<file path="src/ccd_defines.svh">
// Purpose: Offsets, field positions, reset values and write masks of the
//          clock source and divider control block.
// Assumes: Byte addresses on a 32-bit Avalon-MM register bus.
// Notes:   Definitions only.
`ifndef CCD_DEFINES_SVH
`define CCD_DEFINES_SVH

`define CCD_ADDR_W 6
`define CCD_OFS_OSC 6'h00
`define CCD_OFS_TRIM 6'h04
`define CCD_OFS_CR2 6'h08
`define CCD_OFS_CR3 6'h0C
`define CCD_OFS_CR4 6'h10
`define CCD_OFS_CR5 6'h14
`define CCD_OFS_CR6 6'h20
`define CCD_OFS_CR7 6'h24
`define CCD_OFS_CR8 6'h28

`define CCD_RST_OSC 8'h09
`define CCD_RST_TRIM 7'h40
`define CCD_RST_CR 32'h0000_0000

`define CCD_WM_CR2 32'h00FF_00FF
`define CCD_WM_CR3 32'h0000_007F
`define CCD_WM_CR4 32'h00F7_007F
`define CCD_WM_CR5 32'h0003_00F0
`define CCD_WM_CR6 32'h00F7_0007
`define CCD_WM_CR7 32'h00FF_00FF

`define CCD_OSC_SLOW_SEL 6
`define CCD_OSC_FAST_SEL 5
`define CCD_OSC_FREQ_LSB 3
`define CCD_OSC_XS_EN 2
`define CCD_OSC_XF_EN 1
`define CCD_OSC_RF_EN 0
`define CCD_OSC_XF_HS 7

`define CCD_CR2_RTC_LSB 22
`define CCD_CR2_U1_SRC 21
`define CCD_CR2_PRE_LSB 19
`define CCD_CR2_U1_DIV_LSB 16
`define CCD_CR2_TBC_SRC_LSB 6
`define CCD_CR2_TBC_DIV_LSB 4
`define CCD_CR2_TA_SRC_LSB 2
`define CCD_CR2_U1_GATE 1
`define CCD_CR2_CPU_SEL 0
`define CCD_CR3_ADC_LSB 4
`define CCD_CR3_SPI_GATE 3
`define CCD_CR3_SPI_DIV_LSB 0
`define CCD_CR4_PUMP_LSB 22
`define CCD_CR4_U2_SRC 21
`define CCD_CR4_U2_GATE 20
`define CCD_CR4_U2_DIV_LSB 16
`define CCD_CR4_LCD2_LSB 4
`define CCD_CR4_LCD1_LSB 1
`define CCD_CR4_LCD_SRC 0
`define CCD_CR5_SPI_SRC 17
`define CCD_CR5_TWI_SRC 16
`define CCD_CR5_TB2_SRC_LSB 6
`define CCD_CR5_TB2_DIV_LSB 4

`define CCD_DIV_TIMER_A 12'h020
`define CCD_DIV_LCD_SLOW 12'h008
`define CCD_DIV_LCD_FAST 12'h040
`define CCD_DIV_PUMP_FAST 12'h008

`endif

</file>
<file path="src/ccd_pkg.sv">
// Purpose: Types shared by the clock source and divider control block.
// Assumes: Oscillator inputs are sampled square waves synchronous to REF_CLK.
// Notes:   Clock outputs are one-cycle ticks, one per divided clock rising edge.
package ccd_pkg;

	typedef struct packed {
		logic rc_slow;
		logic rc_fast;
		logic xtal_slow;
		logic xtal_fast;
	} ccd_osc_in_t;

	typedef struct packed {
		logic xtal_slow_en;
		logic xtal_fast_en;
		logic rc_fast_en;
		logic [1:0] rc_fast_freq_sel;
		logic [6:0] rc_fast_trim;
		logic xtal_fast_high;
	} ccd_osc_ctl_t;

	typedef struct packed {
		logic fast;
		logic slow;
		logic cpu;
		logic timer_a;
		logic timer_bc;
		logic timer_b2nd;
		logic rtc;
		logic uart1;
		logic uart2nd;
		logic spi;
		logic twowire;
		logic adc;
		logic lcd;
		logic pump;
	} ccd_ticks_t;

	typedef enum logic [1:0] {
		CCD_SRC_OFF = 2'h0,
		CCD_SRC_FAST = 2'h1,
		CCD_SRC_ALT = 2'h2,
		CCD_SRC_SLOW = 2'h3
	} ccd_tmr_src_t;

endpackage : ccd_pkg

</file>
<file path="src/ccd_clock_ctrl.sv">
// Purpose: Clock source selection, oscillator enables and clock dividers.
// Assumes: Avalon-MM slave with waitrequest; one wait cycle per access.
// Notes:   Derived clocks leave as one-cycle ticks from divider flip-flops.
//
// Operation
// - bit 6 picks slow RC or slow crystal.
// - bit 5 picks fast RC or fast crystal.
// - two-bit fast RC frequency code, default 01.
// - bits 2..0 enable the three oscillators.
// - source switch refused if target oscillator off.
// - both fast oscillators off only on slow CPU.
// - seven-bit fast RC trim, default 100_0000.
// - RTC off, slow crystal if enabled, or slow RC.
// - primary UART from fast RC, gated, power-two divide.
// - CPU prescale by 2, 4, 8 or 1.
// - timer B/C source select then divide 1..8.
// - timer A source select then fixed divide 32.
// - ADC clock off or fast clock divided 2..128.
// - SPI gate and divide 1 up to 2048.
// - charge pump clock from slow or fast path.
// - second UART from fast RC, gated, divided.
// - LCD first stage off, or divide 1..32.
// - LCD second stage divides by odd 2n+1.
// - SPI and two-wire sources: crystal or RC.
// - timer B2 source select then divide 1..8.
// - CPU path fed from fast or slow clock.
`timescale 1ns/100ps

`include "ccd_defines.svh"

module ccd_clock_ctrl
(
	input wire logic REF_CLK,
	input wire logic RESET_N,
	input wire logic [`CCD_ADDR_W-1:0] AVS_ADDRESS,
	input wire logic AVS_READ,
	input wire logic AVS_WRITE,
	input wire logic [31:0] AVS_WRITEDATA,
	input wire logic [3:0] AVS_BYTEENABLE,
	output logic [31:0] AVS_READDATA,
	output logic AVS_WAITREQUEST,
	input wire ccd_pkg::ccd_osc_in_t OSC_IN,
	output ccd_pkg::ccd_osc_ctl_t OSC_CTL,
	output ccd_pkg::ccd_ticks_t TICKS
);

	localparam int NCR = 6;
	localparam int NDIV = 14;
	localparam int DIV_W = 12;

	logic wait_r;
	logic [31:0] rdata_r;
	logic [7:0] osc_r;
	logic [6:0] trim_r;
	logic [31:0] ctl_r [0:NCR-1];
	logic [3:0] osc_d_r;
	logic req;
	logic acc_wr;
	logic [7:0] osc_m;
	logic [7:0] osc_cand;
	logic [7:0] osc_nxt;
	logic [31:0] cr_m;
	logic [31:0] cr2;
	logic [31:0] cr3;
	logic [31:0] cr4;
	logic [31:0] cr5;
	logic t_rs;
	logic t_rf;
	logic t_xs;
	logic t_xf;
	logic t_fast;
	logic t_slow;
	logic t_alt;
	logic [NDIV-1:0] d_src;
	logic [NDIV-1:0] d_en;
	logic [DIV_W-1:0] d_ratio [0:NDIV-1];
	logic [NDIV-1:0] d_out_r;

	function automatic logic [`CCD_ADDR_W-1:0] cr_ofs(input int i);
		case (i)
			0: cr_ofs = `CCD_OFS_CR2;
			1: cr_ofs = `CCD_OFS_CR3;
			2: cr_ofs = `CCD_OFS_CR4;
			3: cr_ofs = `CCD_OFS_CR5;
			4: cr_ofs = `CCD_OFS_CR6;
			default: cr_ofs = `CCD_OFS_CR7;
		endcase
	endfunction : cr_ofs

	function automatic logic [31:0] cr_wm(input int i);
		case (i)
			0: cr_wm = `CCD_WM_CR2;
			1: cr_wm = `CCD_WM_CR3;
			2: cr_wm = `CCD_WM_CR4;
			3: cr_wm = `CCD_WM_CR5;
			4: cr_wm = `CCD_WM_CR6;
			default: cr_wm = `CCD_WM_CR7;
		endcase
	endfunction : cr_wm

	function automatic logic [DIV_W-1:0] pow2(input logic [3:0] n);
		pow2 = DIV_W'(12'h001 << n);
	endfunction : pow2

	function automatic logic tmr_pick(input logic [1:0] code,
		input logic f, input logic a, input logic s);
		case (ccd_pkg::ccd_tmr_src_t'(code))
			ccd_pkg::CCD_SRC_FAST: tmr_pick = f;
			ccd_pkg::CCD_SRC_ALT: tmr_pick = a;
			ccd_pkg::CCD_SRC_SLOW: tmr_pick = s;
			default: tmr_pick = 1'b0;
		endcase
	endfunction : tmr_pick

	assign req = AVS_READ | AVS_WRITE;
	assign acc_wr = AVS_WRITE & ~wait_r;
	assign cr2 = ctl_r[0];
	assign cr3 = ctl_r[1];
	assign cr4 = ctl_r[2];
	assign cr5 = ctl_r[3];

	// Each access waits one cycle; the request is taken when wait drops.
	always_ff @(posedge REF_CLK or negedge RESET_N)
	begin
		if (!RESET_N)
			wait_r <= 1'b1;
		else
			wait_r <= ~(req & wait_r);
	end

	// Read data is loaded in the waiting cycle and stands when wait drops.
	always_ff @(posedge REF_CLK or negedge RESET_N)
	begin
		if (!RESET_N)
			rdata_r <= 32'h0000_0000;
		else if (AVS_READ & wait_r)
		begin
			case (AVS_ADDRESS)
				`CCD_OFS_OSC: rdata_r <= {24'h00_0000, osc_r};
				`CCD_OFS_TRIM: rdata_r <= {25'h000_0000, trim_r};
				`CCD_OFS_CR2: rdata_r <= ctl_r[0];
				`CCD_OFS_CR3: rdata_r <= ctl_r[1];
				`CCD_OFS_CR4: rdata_r <= ctl_r[2];
				`CCD_OFS_CR5: rdata_r <= ctl_r[3];
				`CCD_OFS_CR6: rdata_r <= ctl_r[4];
				`CCD_OFS_CR7: rdata_r <= ctl_r[5];
				default: rdata_r <= 32'h0000_0000;
			endcase
		end
	end

	// Oscillator control byte with its safety checks.
	always_comb
	begin
		osc_m = (AVS_BYTEENABLE[1] & AVS_BYTEENABLE[0]) ?
			AVS_WRITEDATA[15:8] : 8'h00;
		osc_cand = (osc_r & ~osc_m) | (AVS_WRITEDATA[7:0] & osc_m);
		osc_nxt = osc_cand;
		if (!osc_cand[`CCD_OSC_XF_EN] && !osc_cand[`CCD_OSC_RF_EN] &&
			!cr2[`CCD_CR2_CPU_SEL])
		begin
			osc_nxt[`CCD_OSC_XF_EN] = osc_r[`CCD_OSC_XF_EN];
			osc_nxt[`CCD_OSC_RF_EN] = osc_r[`CCD_OSC_RF_EN];
		end
		if (osc_cand[`CCD_OSC_FAST_SEL] != osc_r[`CCD_OSC_FAST_SEL])
		begin
			if (osc_cand[`CCD_OSC_FAST_SEL] ? !osc_nxt[`CCD_OSC_XF_EN] :
				!osc_nxt[`CCD_OSC_RF_EN])
				osc_nxt[`CCD_OSC_FAST_SEL] = osc_r[`CCD_OSC_FAST_SEL];
		end
		if (osc_cand[`CCD_OSC_SLOW_SEL] && !osc_r[`CCD_OSC_SLOW_SEL] &&
			!osc_nxt[`CCD_OSC_XS_EN])
			osc_nxt[`CCD_OSC_SLOW_SEL] = 1'b0;
	end

	always_ff @(posedge REF_CLK or negedge RESET_N)
	begin
		if (!RESET_N)
			osc_r <= `CCD_RST_OSC;
		else if (acc_wr && AVS_ADDRESS == `CCD_OFS_OSC)
			osc_r <= osc_nxt;
	end

	always_ff @(posedge REF_CLK or negedge RESET_N)
	begin
		if (!RESET_N)
			trim_r <= `CCD_RST_TRIM;
		else if (acc_wr && AVS_ADDRESS == `CCD_OFS_TRIM && AVS_BYTEENABLE[0])
			trim_r <= AVS_WRITEDATA[6:0];
	end

	assign cr_m = {8'h00,
		(AVS_BYTEENABLE[3] & AVS_BYTEENABLE[2]) ? AVS_WRITEDATA[31:24] : 8'h00,
		8'h00,
		(AVS_BYTEENABLE[1] & AVS_BYTEENABLE[0]) ? AVS_WRITEDATA[15:8] : 8'h00};

	// Masked control registers; only writable bits are ever stored.
	genvar gi;
	generate
		for (gi = 0; gi < NCR; gi++)
		begin : g_cr
			always_ff @(posedge REF_CLK or negedge RESET_N)
			begin
				if (!RESET_N)
					ctl_r[gi] <= `CCD_RST_CR;
				else if (acc_wr && AVS_ADDRESS == cr_ofs(gi))
					ctl_r[gi] <= ((ctl_r[gi] & ~cr_m) |
						(AVS_WRITEDATA & cr_m)) & cr_wm(gi);
			end
		end
	endgenerate

	// Rising edges of the sampled oscillators, blocked while stopped.
	always_ff @(posedge REF_CLK or negedge RESET_N)
	begin
		if (!RESET_N)
			osc_d_r <= 4'h0;
		else
			osc_d_r <= OSC_IN;
	end

	assign t_rs = OSC_IN.rc_slow & ~osc_d_r[3];
	assign t_rf = OSC_IN.rc_fast & ~osc_d_r[2] & osc_r[`CCD_OSC_RF_EN];
	assign t_xs = OSC_IN.xtal_slow & ~osc_d_r[1] & osc_r[`CCD_OSC_XS_EN];
	assign t_xf = OSC_IN.xtal_fast & ~osc_d_r[0] & osc_r[`CCD_OSC_XF_EN];
	assign t_slow = osc_r[`CCD_OSC_SLOW_SEL] ? t_xs : t_rs;
	assign t_fast = osc_r[`CCD_OSC_FAST_SEL] ? t_xf : t_rf;
	assign t_alt = osc_r[`CCD_OSC_FAST_SEL] ? t_rf : t_xf;

	// Source, enable and ratio of each divider channel.
	always_comb
	begin
		d_src = '0;
		d_en = '1;
		for (int k = 0; k < NDIV; k++)
			d_ratio[k] = 12'h001;
		d_src[0] = t_fast;
		d_src[1] = t_slow;
		d_src[2] = cr2[`CCD_CR2_CPU_SEL] ? t_slow : t_fast;
		case (cr2[`CCD_CR2_PRE_LSB +: 2])
			2'h0: d_ratio[2] = 12'h002;
			2'h1: d_ratio[2] = 12'h004;
			2'h2: d_ratio[2] = 12'h008;
			default: d_ratio[2] = 12'h001;
		endcase
		d_src[3] = tmr_pick(cr2[`CCD_CR2_TA_SRC_LSB +: 2], t_fast, t_alt,
			t_slow);
		d_ratio[3] = `CCD_DIV_TIMER_A;
		d_src[4] = tmr_pick(cr2[`CCD_CR2_TBC_SRC_LSB +: 2], t_fast, t_alt,
			t_slow);
		d_ratio[4] = pow2({2'h0, cr2[`CCD_CR2_TBC_DIV_LSB +: 2]});
		d_src[5] = tmr_pick(cr5[`CCD_CR5_TB2_SRC_LSB +: 2], t_fast, t_alt,
			t_slow);
		d_ratio[5] = pow2({2'h0, cr5[`CCD_CR5_TB2_DIV_LSB +: 2]});
		case (cr2[`CCD_CR2_RTC_LSB +: 2])
			2'h2: d_src[6] = t_xs;
			2'h3: d_src[6] = t_rs;
			default: d_src[6] = 1'b0;
		endcase
		d_src[7] = t_rf;
		d_en[7] = cr2[`CCD_CR2_U1_SRC] & cr2[`CCD_CR2_U1_GATE];
		d_ratio[7] = pow2({1'b0, cr2[`CCD_CR2_U1_DIV_LSB +: 3]});
		d_src[8] = t_rf;
		d_en[8] = cr4[`CCD_CR4_U2_SRC] & cr4[`CCD_CR4_U2_GATE];
		d_ratio[8] = pow2({1'b0, cr4[`CCD_CR4_U2_DIV_LSB +: 3]});
		d_src[9] = cr5[`CCD_CR5_SPI_SRC] ? t_rf : t_xf;
		d_en[9] = cr3[`CCD_CR3_SPI_GATE];
		case (cr3[`CCD_CR3_SPI_DIV_LSB +: 3])
			3'h4: d_ratio[9] = 12'h020;
			3'h5: d_ratio[9] = 12'h080;
			3'h6: d_ratio[9] = 12'h200;
			3'h7: d_ratio[9] = 12'h800;
			default: d_ratio[9] = pow2({1'b0, cr3[`CCD_CR3_SPI_DIV_LSB +: 3]});
		endcase
		d_src[10] = cr5[`CCD_CR5_TWI_SRC] ? t_rf : t_xf;
		d_src[11] = t_fast;
		d_en[11] = cr3[`CCD_CR3_ADC_LSB +: 3] != 3'h0;
		d_ratio[11] = pow2({1'b0, cr3[`CCD_CR3_ADC_LSB +: 3]});
		// Channel 12 is the fixed LCD source divider, 13 the first stage.
		d_src[12] = cr4[`CCD_CR4_LCD_SRC] ? t_fast : t_slow;
		d_ratio[12] = cr4[`CCD_CR4_LCD_SRC] ? `CCD_DIV_LCD_FAST :
			`CCD_DIV_LCD_SLOW;
		d_src[13] = d_out_r[12];
		d_en[13] = cr4[`CCD_CR4_LCD1_LSB +: 3] != 3'h0 &&
			cr4[`CCD_CR4_LCD1_LSB +: 3] != 3'h7;
		d_ratio[13] = pow2({1'b0, cr4[`CCD_CR4_LCD1_LSB +: 3] - 3'h1});
	end

	// Power-of-two and fixed ratio dividers, one per channel.
	generate
		for (gi = 0; gi < NDIV; gi++)
		begin : g_div
			logic [DIV_W-1:0] cnt_r;
			logic hit;
			assign hit = d_src[gi] && cnt_r >= d_ratio[gi] - 12'h001;
			always_ff @(posedge REF_CLK or negedge RESET_N)
			begin
				if (!RESET_N)
				begin
					cnt_r <= '0;
					d_out_r[gi] <= 1'b0;
				end
				else
				begin
					d_out_r[gi] <= d_en[gi] & hit;
					if (!d_en[gi] || hit)
						cnt_r <= '0;
					else if (d_src[gi])
						cnt_r <= cnt_r + 12'h001;
				end
			end
		end
	endgenerate

	// LCD second stage and charge pump run on their own counters.
	logic [3:0] lcd2_cnt_r;
	logic [3:0] lcd2_top;
	logic lcd_r;
	logic [5:0] pump_cnt_r;
	logic [5:0] pump_top;
	logic pump_src;
	logic pump_r;
	logic [1:0] pump_code;

	assign lcd2_top = {cr4[`CCD_CR4_LCD2_LSB +: 3], 1'b0};
	assign pump_code = cr4[`CCD_CR4_PUMP_LSB +: 2] == 2'h3 ? 2'h2 :
		cr4[`CCD_CR4_PUMP_LSB +: 2];
	assign pump_src = cr4[`CCD_CR4_LCD_SRC] ? t_fast : t_slow;
	assign pump_top = cr4[`CCD_CR4_LCD_SRC] ?
		6'((`CCD_DIV_PUMP_FAST << pump_code) - 12'h001) :
		6'((12'h001 << pump_code) - 12'h001);

	always_ff @(posedge REF_CLK or negedge RESET_N)
	begin
		if (!RESET_N)
		begin
			lcd2_cnt_r <= 4'h0;
			lcd_r <= 1'b0;
		end
		else
		begin
			lcd_r <= d_out_r[13] && lcd2_cnt_r >= lcd2_top;
			if (!d_en[13])
				lcd2_cnt_r <= 4'h0;
			else if (d_out_r[13])
				lcd2_cnt_r <= lcd2_cnt_r >= lcd2_top ? 4'h0 :
					lcd2_cnt_r + 4'h1;
		end
	end

	always_ff @(posedge REF_CLK or negedge RESET_N)
	begin
		if (!RESET_N)
		begin
			pump_cnt_r <= 6'h00;
			pump_r <= 1'b0;
		end
		else
		begin
			pump_r <= pump_src && pump_cnt_r >= pump_top;
			if (pump_src)
				pump_cnt_r <= pump_cnt_r >= pump_top ? 6'h00 :
					pump_cnt_r + 6'h01;
		end
	end

	always_ff @(posedge REF_CLK or negedge RESET_N)
	begin
		if (!RESET_N)
			OSC_CTL <= '0;
		else
		begin
			OSC_CTL.xtal_slow_en <= osc_r[`CCD_OSC_XS_EN];
			OSC_CTL.xtal_fast_en <= osc_r[`CCD_OSC_XF_EN];
			OSC_CTL.rc_fast_en <= osc_r[`CCD_OSC_RF_EN];
			OSC_CTL.rc_fast_freq_sel <= osc_r[`CCD_OSC_FREQ_LSB +: 2];
			OSC_CTL.rc_fast_trim <= trim_r;
			OSC_CTL.xtal_fast_high <= osc_r[`CCD_OSC_XF_HS];
		end
	end

	assign AVS_READDATA = rdata_r;
	assign AVS_WAITREQUEST = wait_r;
	assign TICKS = {d_out_r[0], d_out_r[1], d_out_r[2], d_out_r[3],
		d_out_r[4], d_out_r[5], d_out_r[6], d_out_r[7], d_out_r[8],
		d_out_r[9], d_out_r[10], d_out_r[11], lcd_r, pump_r};

endmodule : ccd_clock_ctrl

</file>
<file path="config.mk">
export PLATFORM = sky130hd
export DESIGN_NAME = ccd_clock_ctrl
export DESIGN_NICKNAME = d
export VERILOG_FILES = /design/src/ccd_pkg.sv /design/src/ccd_clock_ctrl.sv
export VERILOG_INCLUDE_DIRS = /design/src
export SDC_FILE = /design/constraint.sdc
export NUM_CORES = 1
export LEC_CHECK = 0
export BUFFER_PORTS_ARGS = -buffer_cell sky130_fd_sc_hd__buf_4
export CORE_MARGIN = 2
export CORE_UTILIZATION = 62
export DETAILED_ROUTE_END_ITERATION = 8
export PLACE_DENSITY = 0.82
export SYNTH_ARGS = -nofsm -noshare
export SYNTH_HDL_FRONTEND = slang
export SYNTH_SLANG_ARGS = --single-unit
</file>
<file path="constraint.sdc">
create_clock -name REF_CLK -period 5.9 [get_ports REF_CLK]
set_input_delay 0.295 -clock REF_CLK [delete_from_list [all_inputs] [get_ports REF_CLK]]
set_output_delay 0.295 -clock REF_CLK [all_outputs]
set_load 0.1 [all_outputs]
</file>
==> results.py <==
metrics = {
    "route": {
        "vias": 11740,
        "wl_met2_um": 17210,
        "avgViaCountPerCell": 6.240,
        "wl_per_cell_um": 19.11,
        "initialDrtViolationCount": 922,
        "met1_length_um": 15180,
        "met3_length_um": 2278,
        "wirelength_um": 35960,
        "routed.top_layer": "met4",
        "drc": 0,
        "antenna_left": 0,
        "firstDrtPassIters": 5,
    },
    "synth": {
        "synthMuxAreaShare_pct": 8.019,
        "synth_cell_types": 82,
        "ys_warn_count": 0,
        "synth_area_per_cell_um2": 10.05,
        "synth_simple_gate_area_share_pct": 18.53,
        "syn_area_um2": 14700,
        "synthAdderAreaFrac_pct": 7.900,
        "seq_area_frac_synth_pct": 44.98,
        "synth_compound_area_share_pct": 13.65,
        "synth_top_family_by_area": "simple AND/OR/NAND/NOR gates",
        "synthCells": 1463,
        "synth_ff_type": "dfrtp_1",
        "ys_seq_elements": 264,
        "synth_edf_count": 0,
        "synth_xor_area_share_pct": 2.622,
        "async_flop_share_pct": 100.0,
    },
    "clocking": {
        "cts_buffer_depth": 3,
        "cts_buffers": 28,
        "cts_tree": "yes",
        "post_cts_buffers": 0,
        "cts_sinks": 264,
        "cts-root-buf": "clkbuf_16",
        "worstSkewPairLatency_ps": 540,
        "htree_levels": 1,
        "clkTransAtPathRegs_ps": 70,
    },
    "status": {
        "status": "completed",
    },
    "pwr": {
        "peakVddDrop_uv": 236.5,
        "powerDensity_nw_per_um2": 264.3,
        "seqPwrFrac_pct": 44.0,
        "switching_share_pct": 26.10,
        "total_leakage_power_nw": 7.660,
        "combPwrFrac_pct": 11.4,
        "total_power_w": 0.004390,
        "p_sw_w": 0.001146,
        "cell_internal_pwr_w": 0.003244,
        "power_frac_clock_pct": 44.6,
    },
    "die": {
        "num_rows": 56,
        "die_y_um": 158.0,
        "num_io_pins": 110,
        "fp.dieArea_um2": 24950,
        "design.core.area_um2": 23400,
        "initial_core_util_pct": 62.80,
        "die_w_um": 158.0,
    },
    "global_routing": {
        "grt_pass1_vias": 11520,
        "grt_start_max_net_pins": 156,
        "grt_usage_pct": 28.89,
        "antenna_found_initial": 0,
        "grt_first_pass_wirelength_um": 57770,
        "overflow": 0,
    },
    "finish": {
        "drive_gt1_share_pct": 17.34,
        "fill_cells": 1687,
        "insertedDiodeCount": 0,
        "fin_nets": 1683,
        "area_growth_pct": 13.02,
    },
    "place": {
        "hpwl_um": 24610,
        "io_buffers": 93,
        "gp_congestion": 0.9044,
    },
    "sta": {
        "tns_ps": 0,
        "fin_worst_skew_ps": 13.92,
        "layout_min_cycle_time_ps": 3570,
        "max_freq_ghz": 0.2801,
        "final_hold_viol_count": 0,
        "finalCritPeriodShare_pct": 60.50,
        "finalMaxSlewViolations": 0,
        "worst_slew_pin_slew_ps": 1113,
        "rsz0062_at_grt": "no",
        "relSlewSlack_pct": 25.02,
        "setup_viol": 0,
    },
    "worst_setup_path": {
        "worstPathArrival_ps": 3950,
        "ff2ff_setup_slack_ps": 2330,
        "worst-setup-path-type": "reg -> reg",
        "rr_worst_depth": 11,
        "worstPathRequired_ps": 6280,
        "cp-start-kind": "register",
        "crit_path_end_kind": "register",
        "cp_max_fo": 15,
        "timing.rr.end": "g_div[11].cnt_r[6]",
    },
    "worst_hold_path": {
        "hold_start": "AVS_WRITEDATA[20]",
        "hold_depth": 2,
        "min_path_type": "in -> reg",
    },
    "run": {
        "maxCapViolCount": 0,
    },
}
final cells by class:
| class | count | area (um^2) | area share (%) |
|---|---|---|---|
| timing repair buffer | 106 | 835.8 | 5.032 |
| multi-input combinational | 1098 | 7562 | 45.53 |
| clock buffer | 36 | 802.0 | 4.828 |
| clock inverter | 16 | 239.0 | 1.439 |
| inverter | 43 | 161.4 | 0.9717 |
| tap | 319 | 399.1 | 2.403 |
| sequential | 264 | 6611 | 39.80 |
metal layers:
metal  track usage [%]  vias to the layer above
li1                  -                     5436
met2             47.81                      417
met3             4.407                       95
met1             38.85                     5796
met4             10.55                        0
met5                 0                        -
metrics by stage:
step / cell area [um^2] / instances / util (%) / hold WS (ps) / setup slack, ps
after floorplan: 14790 / 1488 / - / -0.5911 / 3054
after global placement: 15490 / 1822 / 66.19 / 387.9 / 2504
after CTS: 16610 / 1882 / 70.98 / 8.046 / 2378
after global routing: 16610 / 1882 / 70.98 / 18.00 / 2101
after detailed placement: 15490 / 1822 / 66.19 / 399.9 / 2409
final: 16610 / 1882 / 70.98 / 19.23 / 2330
cell families after synthesis:
group | Yosys count
AND/OR/NAND/NOR | 538
other | 2
buffers and inverters | 126
AO/OA/AOI/OAI | 299
flip-flops | 264
multiplexers | 97
XOR/XNOR | 44
adder cells (fa/ha/maj) | 93
Yosys cell counts (25+ instances only):
cell type	number	share of area [%]
dfrtp_1	260	44
nor2_1	160	4.1
nand2_1	109	2.8
ha_1	92	7.8
a21oi_1	78	2.7
mux2_2	78	6.0
o21ai_0	61	2.1
nand3_1	51	1.7
inv_1	41	1.0
nor3_1	39	1.3
and3_1	31	1.3
buf_4	31	1.6
clkbuf_1	27	0.69
a31oi_1	25	1.1
how the worst max path moves through the flow:
stage / from / to / slack (ps) / cells after the start
2_1_floorplan: register / TICKS[6] / 3050 / 11
3_3_place_gp: register / g_div[11].cnt_r[6] / 2500 / 11
3_5_place_dp: register / g_div[11].cnt_r[6] / 2410 / 11
4_1_cts: register / g_div[11].cnt_r[6] / 2380 / 11
5_1_grt: register / g_div[11].cnt_r[6] / 2100 / 11
6_report: register / g_div[11].cnt_r[6] / 2330 / 11
power groups by stage:
stage          clock network, W  logic (W)  registers (W)
6_report                0.00196   0.000501        0.00193
5_1_grt                 0.00205   0.000552        0.00194
4_1_cts                 0.00198   0.000501        0.00193
3_5_place_dp                  0   0.000492        0.00196
3_3_place_gp                  0   0.000472        0.00196
2_1_floorplan                 0   0.000298        0.00200
layout by cell type (no fill, tap or decap), drive strengths merged, types with 7 or more instances in the layout:
| master | instances |
|---|---|
| clkinv | 9 |
| ha | 92 |
| o21a | 10 |
| or3 | 7 |
| a222oi | 7 |
| nand3 | 57 |
| a221oi | 8 |
| a22o | 16 |
| nor2 | 161 |
| a41oi | 10 |
| mux2 | 85 |
| a22oi | 7 |
| nor2b | 21 |
| a211oi | 17 |
| conb | 27 |
| and2 | 19 |
| nor4 | 15 |
| nand4 | 21 |
| dlygate4sd3 | 8 |
| nand2 | 109 |
| nor3 | 40 |
| and4 | 7 |
| a21oi | 80 |
| nand2b | 12 |
| buf | 98 |
| dfrtp | 260 |
| clkbuf | 36 |
| xor2 | 22 |
| and3 | 31 |
| inv | 42 |
| o21ai | 62 |
| xnor2 | 22 |
| a31oi | 25 |
timing repair:
action	in CTS	in global routing
gates resized for setup	0	0
hold endpoints to repair	113	0
hold buffers	8	0
critical path: stages, from the launching register on:
cell and delay, ps:
dfrtp_1 480, nor3_4 580, inv_1 170, ha_1 340, xor2_1 180, o21a_1 190
ha_1 270, nand2_1 60, nor3_1 170, a21oi_1 110, o21bai_1 630, a221oi_1 230
No activity file was read; power rests on OpenSTA's default activity.
